**config.mk**
```make
export PLATFORM = sky130hd
export DESIGN_NAME = clock_pll_output_control
export DESIGN_NICKNAME = d
export VERILOG_FILES = /design/src/logic/clk_ctrl_pkg.sv /design/src/logic/level_sync.sv /design/src/logic/clock_pll_output_control.sv
export SDC_FILE = /design/constraint.sdc
export NUM_CORES = 1
export LEC_CHECK = 0
export ABC_AREA = 1
export BUFFER_PORTS_ARGS = -buffer_cell sky130_fd_sc_hd__buf_2
export CAP_MARGIN = 20
export CORE_MARGIN = 2
export CORE_UTILIZATION = 54
export CTS_CLUSTER_SIZE = 25
export DETAILED_ROUTE_END_ITERATION = 10
export PLACE_DENSITY = 0.86
export SKIP_LAST_GASP = 1
export SYNTH_ARGS = -nofsm -noshare
export SYNTH_HDL_FRONTEND = slang
export SYNTH_SLANG_ARGS = --single-unit
```
**constraint.sdc**
```tcl
create_clock -name mclk -period 7.76 [get_ports mclk]
set_clock_uncertainty 0.05 [all_clocks]
set_input_delay 1.164 -clock mclk [delete_from_list [all_inputs] [get_ports mclk]]
set_output_delay 1.164 -clock mclk [all_outputs]
set_load 0.005 [all_outputs]
```
**src/logic/clk_ctrl_pkg.sv**
```systemverilog
// constants for the clock generation and output control block
package clk_ctrl_pkg;

    // ************************************************************
    // register map (byte addresses)
    // ************************************************************
    localparam logic [7:0] LOOP_CTRL_OFS = 8'h00;
    localparam logic [7:0] OP_MODE_OFS = 8'h04;
    localparam logic [7:0] STATUS_OFS = 8'h08;

    // ************************************************************
    // field layout
    // ************************************************************
    localparam int FACTOR_W = 8;
    localparam int MULT_LSB = 0;
    localparam int DIV_LSB = 8;
    localparam int LOOP_EN_BIT = 16;
    localparam int ASYNC_ARB_BIT = 0;
    localparam int ST_CLK_BIT = 0;
    localparam int ST_NMI_BIT = 1;
    localparam int ST_BUSY_BIT = 2;
    localparam int ST_GRANT_BIT = 3;
    localparam int ST_ASYNC_BIT = 4;
    localparam int ST_EN_BIT = 5;

    // ************************************************************
    // reset values
    // ************************************************************
    localparam logic [FACTOR_W-1:0] FACTOR_RESET = 8'h01;
    localparam logic [FACTOR_W-1:0] FACTOR_ZERO = 8'h00;
    localparam logic [31:0] WORD_ZERO = 32'h0000_0000;

    // ************************************************************
    // clock rate of mclk
    // ************************************************************
    localparam int MCLK_FREQ_HZ = 20_000_000;

    // bus slave phases, one-hot
    typedef enum logic [1:0] {
        BUS_IDLE = 2'b01,
        BUS_ANSWER = 2'b10
    } bus_state_t;

endpackage : clk_ctrl_pkg

```
**src/logic/level_sync.sv**
```systemverilog
// two-stage synchroniser for a group of levels
`timescale 1ns/1ps
module level_sync #(
    parameter int WIDTH = 2
) (
    input wire logic mclk,
    input wire logic reset_n,
    input wire logic [WIDTH-1:0] async_in,
    output logic [WIDTH-1:0] sync_out
);

    logic [WIDTH-1:0] stage1_reg;

    // ************************************************************
    // one pair of flops per bit
    // ************************************************************
    genvar i;
    generate
        for (i = 0; i < WIDTH; i++) begin : g_bit
            // first flop feeds only the second one
            always_ff @(posedge mclk) begin
                if (!reset_n) begin
                    stage1_reg[i] <= 1'b0;
                    sync_out[i] <= 1'b0;
                end else begin
                    stage1_reg[i] <= async_in[i];
                    sync_out[i] <= stage1_reg[i];
                end
            end
        end
    endgenerate

endmodule : level_sync

```
**src/logic/clock_pll_output_control.sv**
```systemverilog
// clock generation, clock output, loop strap, nmi and arbitration mode
//
// Contract
// (RULE1) clock output edges follow the internal core clock phase
// (RULE2) loop on with both factors one: clock output also follows input clock
// (RULE3) loop off: clock output runs at half the input clock frequency
// (RULE4) during reset the init pin level is copied into the loop enable bit
// (RULE5) after reset a falling nmi edge requests, synchronised to clock output
// (RULE6) async arbitration bit set: busy and grant need no clock-output timing
// (RULE7) outside parts must not time from clock output above 100 MHz
// (RULE8) loop on: core frequency is input times multiplier over divider
`timescale 1ns/1ps
module clock_pll_output_control (
    input wire logic mclk,
    input wire logic reset_n,
    input wire logic psel,
    input wire logic penable,
    input wire logic pwrite,
    input wire logic [7:0] paddr,
    input wire logic [31:0] pwdata,
    output logic [31:0] prdata,
    output logic pready,
    output logic pslverr,
    input wire logic ext_clock_in,
    output logic crystal_drive_out,
    output logic core_clock_out,
    input wire logic loop_init_pin,
    input wire logic nmi_n,
    output logic nmi_request,
    input wire logic bus_busy,
    input wire logic bus_grant,
    output logic bus_busy_seen,
    output logic bus_grant_seen,
    output logic async_arb_mode
);
    import clk_ctrl_pkg::*;

    // ************************************************************
    // state
    // ************************************************************
    logic loop_enable_bit;
    logic [FACTOR_W-1:0] mult_reg;
    logic [FACTOR_W-1:0] div_reg;
    logic async_arbitration_enable;
    logic ext_prev_reg;
    logic [FACTOR_W+1:0] acc_reg;
    logic [FACTOR_W+1:0] acc_next;
    logic nmi_prev_reg;
    logic nmi_pend_reg;
    logic [1:0] arb_sync;
    bus_state_t bus_state_reg;

    // zero factor behaves as one so the ratio never stalls
    function automatic logic [FACTOR_W-1:0] eff_factor(input logic [FACTOR_W-1:0] f);
        eff_factor = (f == FACTOR_ZERO) ? FACTOR_RESET : f;
    endfunction : eff_factor

    // ************************************************************
    // input clock edge detection
    // ************************************************************
    logic ext_edge;
    logic ext_rise;
    logic unity;
    logic [FACTOR_W-1:0] mf;
    logic [FACTOR_W-1:0] df;
    logic [FACTOR_W+1:0] acc_sum;
    logic toggle_now;
    logic core_rise;

    assign ext_edge = ext_clock_in ^ ext_prev_reg;
    assign ext_rise = ext_clock_in & ~ext_prev_reg;
    assign mf = eff_factor(mult_reg);
    assign df = eff_factor(div_reg);
    assign unity = (mf == FACTOR_RESET) && (df == FACTOR_RESET);
    assign acc_sum = acc_reg + (ext_edge ? {2'b00, mf} : {(FACTOR_W+2){1'b0}});

    // each input half period adds mf, each core half period costs df
    always_comb begin
        acc_next = acc_reg;
        toggle_now = 1'b0;
        if (!loop_enable_bit) begin
            // (RULE3) divide by two
            toggle_now = ext_rise;
            acc_next = '0;
        end else if (unity) begin
            toggle_now = ext_edge && (core_clock_out != ext_clock_in);
            acc_next = '0;
        end else begin
            // (RULE8) fractional ratio
            if (acc_sum >= {2'b00, df}) begin
                toggle_now = 1'b1;
                acc_next = acc_sum - {2'b00, df};
            end else begin
                acc_next = acc_sum;
            end
        end
    end

    assign core_rise = toggle_now & ~core_clock_out;

    // input sampling and crystal drive (inverting oscillator stage)
    always_ff @(posedge mclk) begin
        if (!reset_n) begin
            ext_prev_reg <= ext_clock_in; // tracks the pin: no false edge at release
            crystal_drive_out <= 1'b1;
        end else begin
            ext_prev_reg <= ext_clock_in;
            crystal_drive_out <= ~ext_clock_in;
        end
    end

    // ************************************************************
    // core clock phase, driven out directly
    // ************************************************************
    // a large ratio makes toggles bunch up one per mclk cycle; the
    // average rate is right but the waveform is not evenly spaced
    always_ff @(posedge mclk) begin
        if (!reset_n) begin
            core_clock_out <= 1'b0;
            acc_reg <= '0;
        end else begin
            acc_reg <= acc_next;
            // (RULE1) output is the core phase
            if (loop_enable_bit && unity && ext_edge) begin
                // (RULE2) locked to input
                core_clock_out <= ext_clock_in;
            end else if (toggle_now) begin
                core_clock_out <= ~core_clock_out;
            end
        end
    end

    // ************************************************************
    // loop strap and software control registers
    // ************************************************************
    logic wr_take;
    assign wr_take = psel && penable && pready && pwrite;

    // (RULE4) strap caught while reset is held
    always_ff @(posedge mclk) begin
        if (!reset_n) begin
            loop_enable_bit <= loop_init_pin;
        end else if (wr_take && (paddr == LOOP_CTRL_OFS)) begin
            loop_enable_bit <= pwdata[LOOP_EN_BIT];
        end
    end

    // factors and operating mode
    always_ff @(posedge mclk) begin
        if (!reset_n) begin
            mult_reg <= FACTOR_RESET;
            div_reg <= FACTOR_RESET;
            async_arbitration_enable <= 1'b0;
        end else if (wr_take) begin
            if (paddr == LOOP_CTRL_OFS) begin
                mult_reg <= pwdata[MULT_LSB +: FACTOR_W];
                div_reg <= pwdata[DIV_LSB +: FACTOR_W];
            end else if (paddr == OP_MODE_OFS) begin
                async_arbitration_enable <= pwdata[ASYNC_ARB_BIT];
            end
        end
    end

    // ************************************************************
    // non-maskable interrupt
    // ************************************************************
    // prev follows the pin in reset so a low level at release is no edge
    always_ff @(posedge mclk) begin
        if (!reset_n) begin
            nmi_prev_reg <= nmi_n;
            nmi_pend_reg <= 1'b0;
            nmi_request <= 1'b0;
        end else begin
            nmi_prev_reg <= nmi_n;
            // (RULE5) falling edge, delivered at clock output rise
            nmi_request <= nmi_pend_reg && core_rise;
            if (nmi_prev_reg && !nmi_n) begin
                nmi_pend_reg <= 1'b1;
            end else if (core_rise) begin
                nmi_pend_reg <= 1'b0;
            end
        end
    end

    // ************************************************************
    // bus arbitration inputs
    // ************************************************************
    level_sync #(
        .WIDTH(2)
    ) u_arb_sync (
        .mclk(mclk),
        .reset_n(reset_n),
        .async_in({bus_busy, bus_grant}),
        .sync_out(arb_sync)
    );

    // sync mode samples only at clock output rise; async mode needs no
    // timing to it but costs two cycles of synchroniser latency
    always_ff @(posedge mclk) begin
        if (!reset_n) begin
            bus_busy_seen <= 1'b0;
            bus_grant_seen <= 1'b0;
            async_arb_mode <= 1'b0;
        end else begin
            // (RULE6) arbitration mode select
            async_arb_mode <= async_arbitration_enable;
            if (async_arbitration_enable) begin
                bus_busy_seen <= arb_sync[1];
                bus_grant_seen <= arb_sync[0];
            end else if (core_rise) begin
                bus_busy_seen <= bus_busy;
                bus_grant_seen <= bus_grant;
            end
        end
    end

    // ************************************************************
    // apb slave: one wait cycle, unmapped reads zero with error
    // ************************************************************
    logic [31:0] rd_word;
    logic rd_ok;

    // read mux
    always_comb begin
        rd_word = WORD_ZERO;
        rd_ok = 1'b1;
        if (paddr == LOOP_CTRL_OFS) begin
            rd_word[MULT_LSB +: FACTOR_W] = mult_reg;
            rd_word[DIV_LSB +: FACTOR_W] = div_reg;
            rd_word[LOOP_EN_BIT] = loop_enable_bit;
        end else if (paddr == OP_MODE_OFS) begin
            rd_word[ASYNC_ARB_BIT] = async_arbitration_enable;
        end else if (paddr == STATUS_OFS) begin
            rd_word[ST_CLK_BIT] = core_clock_out;
            rd_word[ST_NMI_BIT] = nmi_pend_reg;
            rd_word[ST_BUSY_BIT] = bus_busy_seen;
            rd_word[ST_GRANT_BIT] = bus_grant_seen;
            rd_word[ST_ASYNC_BIT] = async_arb_mode;
            rd_word[ST_EN_BIT] = loop_enable_bit;
        end else begin
            rd_ok = 1'b0;
        end
    end

    // answer state machine
    always_ff @(posedge mclk) begin
        if (!reset_n) begin
            bus_state_reg <= BUS_IDLE;
            pready <= 1'b0;
            pslverr <= 1'b0;
            prdata <= WORD_ZERO;
        end else begin
            case (bus_state_reg)
                BUS_IDLE: begin
                    if (psel && penable) begin
                        bus_state_reg <= BUS_ANSWER;
                        pready <= 1'b1;
                        pslverr <= ~rd_ok;
                        prdata <= pwrite ? WORD_ZERO : rd_word;
                    end
                end
                BUS_ANSWER: begin
                    bus_state_reg <= BUS_IDLE;
                    pready <= 1'b0;
                    pslverr <= 1'b0;
                end
                default: begin
                    bus_state_reg <= BUS_IDLE;
                    pready <= 1'b0;
                end
            endcase
        end
    end
endmodule : clock_pll_output_control

```
==> qor.csv, run 1 <==
metric,value,unit
routed via count,3131,
Hold WC Path Type,reg2reg,
unrepaired setup endpoints after global routing,false,
max reg flops,17,
total track usage,22.7,%
Yosys warning total,0,
DP Worst Slack,3.09,ns
initial antenna violation count,0,
Placeable Area,0.00599,mm2
leading area contributor after synthesis,dfxtp_1,
fin crit share,56.2,%
post-synthesis mux area share,0,%
Leak Pwr,1.90,nW
final worst slack,3.40,ns
instance count of the mapped netlist,461,
Layout Nets,584,
XOR/XNOR share of the synthesized area,2.85,%
Crit path max-delay family,adder cells,
Fmax achieved,229,MHz
"slowest stage delay, CP",0.42,ns
setup_tns,0,ns
Starting DRT DRC Count,273,
post-DP HPWL,6090,um
filler instances,510,
"Slew Viols, Final",0,
clk sinks,61,
outcome,"complete, no violations",
min Tclk post-route,4.36,ns
DP Area,0.00365,mm2
Worst slew margin,50.2,%
number of diodes,0,
Congestion Overflow GR,0,
syn avg cell area,7.33,um2
register area,0.00123,mm2
"Reg clk slew, reported paths",0.08,ns
largest net degree at the start of global routing,32,
Critical Path AT,4.53,ns
startpoint types,input port,
final RePlAce weighted congestion,0.943,
final setup violation count,0,
H-tree levels,3,
Synth Cell Area,0.00338,mm2
vias per cell,5.25,
Synth top area share,35.5,%
clk_lat worst skew,0.34,ns
adder-cell area share of the yosys netlist,7.11,%
vias in the first global route,2861,
placement row count,28,
Area Growth Syn to Fin,13.2,%
DRT Pass-1 Iters,5,
utilization after layout,63.8,%
Total Wirelength,7760,um
die area,0.00691,mm2
Pwr per Cell Area,165,mW/mm2
ys flop type,dfxtp_1,
Starting Density,56.4,%
CP Cell Sequence,"buf_2, ha_1, nor2_1, ha_1, inv_1, fa_1, o21ai_2, a21oi_1, xnor2_1, ha_1, nand2_1, nor4_1, nand4_1, nand2_1, nor2_4, nand2_2, inv_2, o21ai_1, a31oi_1",
Worst path slowest cell,ha_1,
CP bufs+invs,3,
Worst Tran Pin Value,0.746,ns
Total Power,0.632,mW
peak supply drop,0.123,mV
CP most frequent cell,ha_1,
ANT nets after route,0,
DRC Markers,0,
fin cells,596,
CTS Root Cell,clkbuf_8,
crit path max fanout,12,
first-pass GRT wire length,12700,um
Wirelength per Cell,13.0,um
Die X,83.1,um
largest family of logic cells by synthesized area,simple AND/OR/NAND/NOR gates,
CTS max path bufs,2,
CTS tree,done,
register area share after synthesis,36.4,%
top post-synthesis cells by area,"dfxtp_1 36%, nand2_1 10%, a21oi_1 7.0%, inv_1 6.7%, ha_1 5.9%",
Yosys reg bits,61,
dpl cells,580,
Async SR Flop Fraction,0,%
Final Cell Area,0.00382,mm2
post-cts resize count,0,
multi-input logic area,0.00179,mm2
setup bufs post-CTS,0,
Num CTS Buffers,9,
compound-cell area share of the yosys netlist,15.3,%
layout cells sized above 1,19.6,%
io pins,90,
Die H,83.1,um
IO Port Bufs,59,
Simple-Gate Fraction of Synth Area,26.0,%
worst path required time,7.93,ns
max cap viols,0,
Crit. End Element,flop,
critical path class,in2reg,
post-synth cell types,45,
Hold WS,0.368,ns
hold_buf cts,0,
Final Hold Vio Count,0,
number of synthesized flops with an enable pin,1,
==> worst register-to-register path: cells and delay by family, from the launching register on <==
family | cells | cell delay, ns
and+or+nand+nor | 10 | 1.42
adders and majority gates | 3 | 0.99
AOI/OAI and AO/OA | 4 | 0.53
DFF | 1 | 0.31
buffers and inverters | 3 | 0.30
xor gates and xnor gates | 1 | 0.16
==> cells by family (layout without fill, tap and decap cells) <==
family          count (synthesis)  in the layout
xor+xnor                       11             11
simple gates                  187            187
flops                          61             61
fa+ha+maj                      18             18
other cells                     1             15
buf+inv                        93            139
compound gates                 90             90
==> synthesized netlist by cell type, types with 2 or more instances <==
cell	n
o21ai_1	7
clkbuf_1	12
nand3_1	18
buf_4	15
a21oi_2	3
nand3_4	2
nor2_1	40
o211ai_1	2
nor4_1	4
nand3_2	6
xnor2_1	3
nor3_1	2
nand3b_1	2
nand2_2	7
a31oi_1	2
inv_1	60
nor2_4	2
ha_1	16
a221oi_1	3
fa_1	2
dfxtp_1	60
nand4_1	7
o21ai_0	16
xor2_1	8
nand2_1	94
a21oi_1	47
inv_2	3
==> metal layers <==
metal  share of wire (%)  vias to the layer above  wire (um)  GRT usage, %
met5                   0                        -          0             0
met4                 2.9                        0        223          11.3
met3                 6.4                       20        498          4.67
met2                  46                      116       3580          36.1
met1                  45                     1411       3460          29.2
li1                    -                     1584          -             -
==> placed cells by master (no fill, tap or decap), drive strengths merged <==
cell type and n:
xnor2 3, a31oi 2, ha 16, inv 63
a21boi 1, edfxtp 1, nand2 102, a221o 1
nor3 2, o21bai 1, a221oi 3, clkbuf 11
dfxtp 60, conb 15, o211ai 2, nand3 26
clkinvlp 3, clkinv 3, fa 2, buf 59
or2 1, nor4 5, a21o 1, nand4 7
nor2 42, o21ai 24, nand3b 2, o221ai 1
a22oi 1, o31ai 1, a211oi 2, xor2 8
a21oi 50
==> cell type report <==
| type | count | area share, % |
|---|---|---|
| clock inverter | 5 | 0.949 |
| inverter | 64 | 6.28 |
| timing repair buffer | 59 | 7.72 |
| tap | 75 | 2.45 |
| multi-input combinational | 321 | 46.7 |
| sequential | 61 | 32.2 |
| clock buffer | 11 | 3.70 |
==> final timing paths <==
check,from,end,slack (ns),depth (start not counted)
min,u_arb_sync.stage1_reg[1]$_SDFF_PN0_,u_arb_sync.sync_out[1]$_SDFF_PN0_,0.37,2
max reg2reg,mult_reg[1]$_SDFFE_PN0P_,acc_reg[5]$_SDFF_PP0_,3.88,21
min reg2reg,u_arb_sync.stage1_reg[1]$_SDFF_PN0_,u_arb_sync.sync_out[1]$_SDFF_PN0_,0.37,2
max,ext_clock_in,acc_reg[5]$_SDFF_PP0_,3.40,19
==> power breakdown <==
| group | internal (mW) | switching, mW | total [mW] |
|---|---|---|---|
| Sequential | 0.319 | 0.00429 | 0.324 |
| Combinational | 0.0222 | 0.0369 | 0.0591 |
| Clock | 0.124 | 0.125 | 0.249 |
(Power assumes the default switching activity.)
==> run 2, diff against run 1 <==
--- a/config.mk
+++ b/config.mk
@@ -9,10 +9,10 @@
 export BUFFER_PORTS_ARGS = -buffer_cell sky130_fd_sc_hd__buf_2
 export CAP_MARGIN = 20
 export CORE_MARGIN = 2
-export CORE_UTILIZATION = 54
+export CORE_UTILIZATION = 48
 export CTS_CLUSTER_SIZE = 25
 export DETAILED_ROUTE_END_ITERATION = 10
-export PLACE_DENSITY = 0.86
+export PLACE_DENSITY = 0.81
 export SKIP_LAST_GASP = 1
 export SYNTH_ARGS = -nofsm -noshare
 export SYNTH_HDL_FRONTEND = slang
==> constraint.sdc (replaced) <==
create_clock -name mclk -period 4 [get_ports mclk]
set_clock_uncertainty 0.05 [all_clocks]
set_input_delay 0.6 -clock mclk [delete_from_list [all_inputs] [get_ports mclk]]
set_output_delay 0.6 -clock mclk [all_outputs]
set_load 0.005 [all_outputs]
==> run 2 against run 1 <==
Compared with the run above: first-iteration DRC count decreased by 9.5%; wire length increased by 2.4%; die area is 12% higher; largest cell class unchanged; combinational power increased by 110%; final area is 2.2% higher; critical path type unchanged.
==> qor.csv, run 2 (same netlist as run 1, synthesis figures left out) <==
metric,value,unit,change
"commonest cells after routing, fill and taps aside","94 x nand2_1, 60 x inv_1, 60 x dfxtp_1",,unchanged
routed via count,3113,,was 3131
Worst path slowest cell,ha_1,,unchanged
Worst Tran Pin Value,0.735,ns,was 0.746 ns
Starting DRT DRC Count,247,,was 273
DRT Pass-1 Iters,5,,unchanged
vias in the first global route,2812,,was 2861
Wirelength per Cell,12.7,um,was 13.0 um
io pins,90,,unchanged
"slowest stage delay, CP",0.42,ns,about the same
unrepaired setup endpoints after global routing,false,,unchanged
startpoint types,input port,,unchanged
DRC Markers,0,,unchanged
worst setup path start,ext_clock_in,,unchanged
final setup violation count,0,,unchanged
max cap viols,0,,unchanged
"Slew Viols, Final",0,,unchanged
Final Cell Area,0.00391,mm2,was 0.00382 mm2
Critical Path AT,3.85,ns,was 4.53 ns
Crit. End Element,flop,,unchanged
Placeable Area,0.00679,mm2,was 0.00599 mm2
H-tree levels,3,,unchanged
IO Port Bufs,59,,unchanged
Starting Density,49.7,%,was 56.4%
outcome,"complete, no violations",,unchanged
Layout Nets,591,,was 584
"most common cell after layout, fill and taps aside",nand2_1,,unchanged
crit path max fanout,9,,was 12
critical path class,in2reg,,unchanged
layout cells sized above 1,21.0,%,was 19.6%
placement row count,30,,was 28
post-DP HPWL,6250,um,was 6090 um
Pwr per Cell Area,316,mW/mm2,was 165 mW/mm2
Crit path max-delay family,adder cells,,unchanged
CTS max path bufs,2,,unchanged
worst path required time,4.22,ns,was 7.93 ns
Hold WC Path Type,in2reg,,was reg2reg
setup bufs post-CTS,0,,unchanged
Worst slew margin,50.9,%,was 50.2%
Total Wirelength,7940,um,was 7760 um
fin crit share,90.8,%,
ANT nets after route,0,,unchanged
clk sinks,61,,unchanged
peak supply drop,0.188,mV,was 0.123 mV
die area,0.00773,mm2,was 0.00691 mm2
Fmax achieved,275,MHz,
Hold Startpoint,nmi_n,,was u_arb_sync.stage1_reg[1]$_SDFF_PN0_
setup_tns,0,ns,unchanged
CTS Root Cell,clkbuf_8,,unchanged
"Reg clk slew, reported paths",0.07,ns,was 0.08 ns
first-pass GRT wire length,12800,um,was 12700 um
final RePlAce weighted congestion,0.844,,was 0.943
Num CTS Buffers,9,,unchanged
Die X,87.9,um,was 83.1 um
Final Hold Vio Count,0,,unchanged
Area Growth Syn to Fin,15.6,%,was 13.2%
vias per cell,4.99,,was 5.25
DP Area,0.00373,mm2,was 0.00365 mm2
total track usage,21.4,%,was 22.7%
Leak Pwr,1.93,nW,was 1.90 nW
Die H,87.9,um,was 83.1 um
Congestion Overflow GR,0,,unchanged
CTS tree,done,,unchanged
CP bufs+invs,2,,was 3
largest net degree at the start of global routing,32,,unchanged
Reg2Reg Launch Point,mult_reg[4]$_SDFFE_PN0P_,,was mult_reg[1]$_SDFFE_PN0P_
clk_lat worst skew,0.34,ns,about the same
min Tclk post-route,3.63,ns,
CP Cell Sequence,"buf_2, ha_1, nor2_1, ha_1, inv_1, fa_1, o21ai_2, xor2_1, ha_1, a21oi_1, o21ai_0, a21oi_1, nand2_1, a31oi_1, xor2_1, nand2_1, a21oi_1",,"was buf_2, ha_1, nor2_1, ha_1, inv_1, fa_1, o21ai_2, a21oi_1, xnor2_1, ha_1, nand2_1, nor4_1, nand4_1, nand2_1, nor2_4, nand2_2, inv_2, o21ai_1, a31oi_1"
number of diodes,0,,unchanged
max reg flops,17,,unchanged
initial antenna violation count,0,,unchanged
run 2: layout make-up:
cell class / instances / area [um2]
clock buffer: 9 / 124
sequential: 61 / 1230
inverter: 64 / 240
timing repair buffer: 66 / 348
multi-input combinational: 321 / 1790
tap: 96 / 120
fill: 616 / 2890
clock inverter: 7 / 51.3
run 2: through the flow:
step	setup slack (ns)	utilization, %	std cells	total power [mW]	hold WS (ns)
floorplan	0.404	-	475	0.727	0.340
finish	0.369	57.5	624	1.23	0.328
CTS	0.329	57.4	624	1.24	0.321
global route	0.0547	57.5	624	1.28	0.311
detailed placement	0.0600	54.8	608	0.763	0.361
global placement	0.139	54.8	608	0.759	0.345
run 2: worst register-to-register path: stages, from the launching register on:
cell and delay [ns]:
dfxtp_1 0.30, inv_1 0.12, nand4_1 0.12, nor4_2 0.22
nor2_1 0.07, nor2_1 0.10, ha_1 0.17, inv_1 0.06
fa_1 0.42, o21ai_2 0.22, xor2_1 0.29, ha_1 0.35
a21oi_1 0.14, o21ai_0 0.15, a21oi_1 0.19, nand2_1 0.07
a31oi_1 0.18, xor2_1 0.16, nand2_1 0.06, a21oi_1 0.11
run 2: metal layers:
metal | share of wire [%] | GRT usage, %
met2 | 48 | 34.6
met1 | 44 | 28.6
met5 | 0 | 0
met3 | 6.9 | 4.81
met4 | 1.4 | 6.15
run 2: worst paths after layout:
check,endpoint,cells after the start,slack (ns)
worst max-delay path,acc_reg[7]$_SDFF_PP0_,17,0.37
worst min register to register,u_arb_sync.sync_out[0]$_SDFF_PN0_,2,0.38
worst max register to register,acc_reg[7]$_SDFF_PP0_,19,0.39
worst min-delay path,nmi_prev_reg$_DFF_P_,1,0.33
run 2: report_power, final:
group | switching, mW | leakage (nW) | total, mW | internal [mW]
Clock | 0.257 | 0.0856 | 0.483 | 0.226
Combinational | 0.0741 | 1.35 | 0.123 | 0.0493
Sequential | 0.00881 | 0.496 | 0.628 | 0.619
run 2: what timing repair did:
action	4_1_cts	5_1_grt
setup endpoints to repair	0	4
gates resized for setup	0	1
endpoints found under the hold margin	0	0
hold buffers	0	0
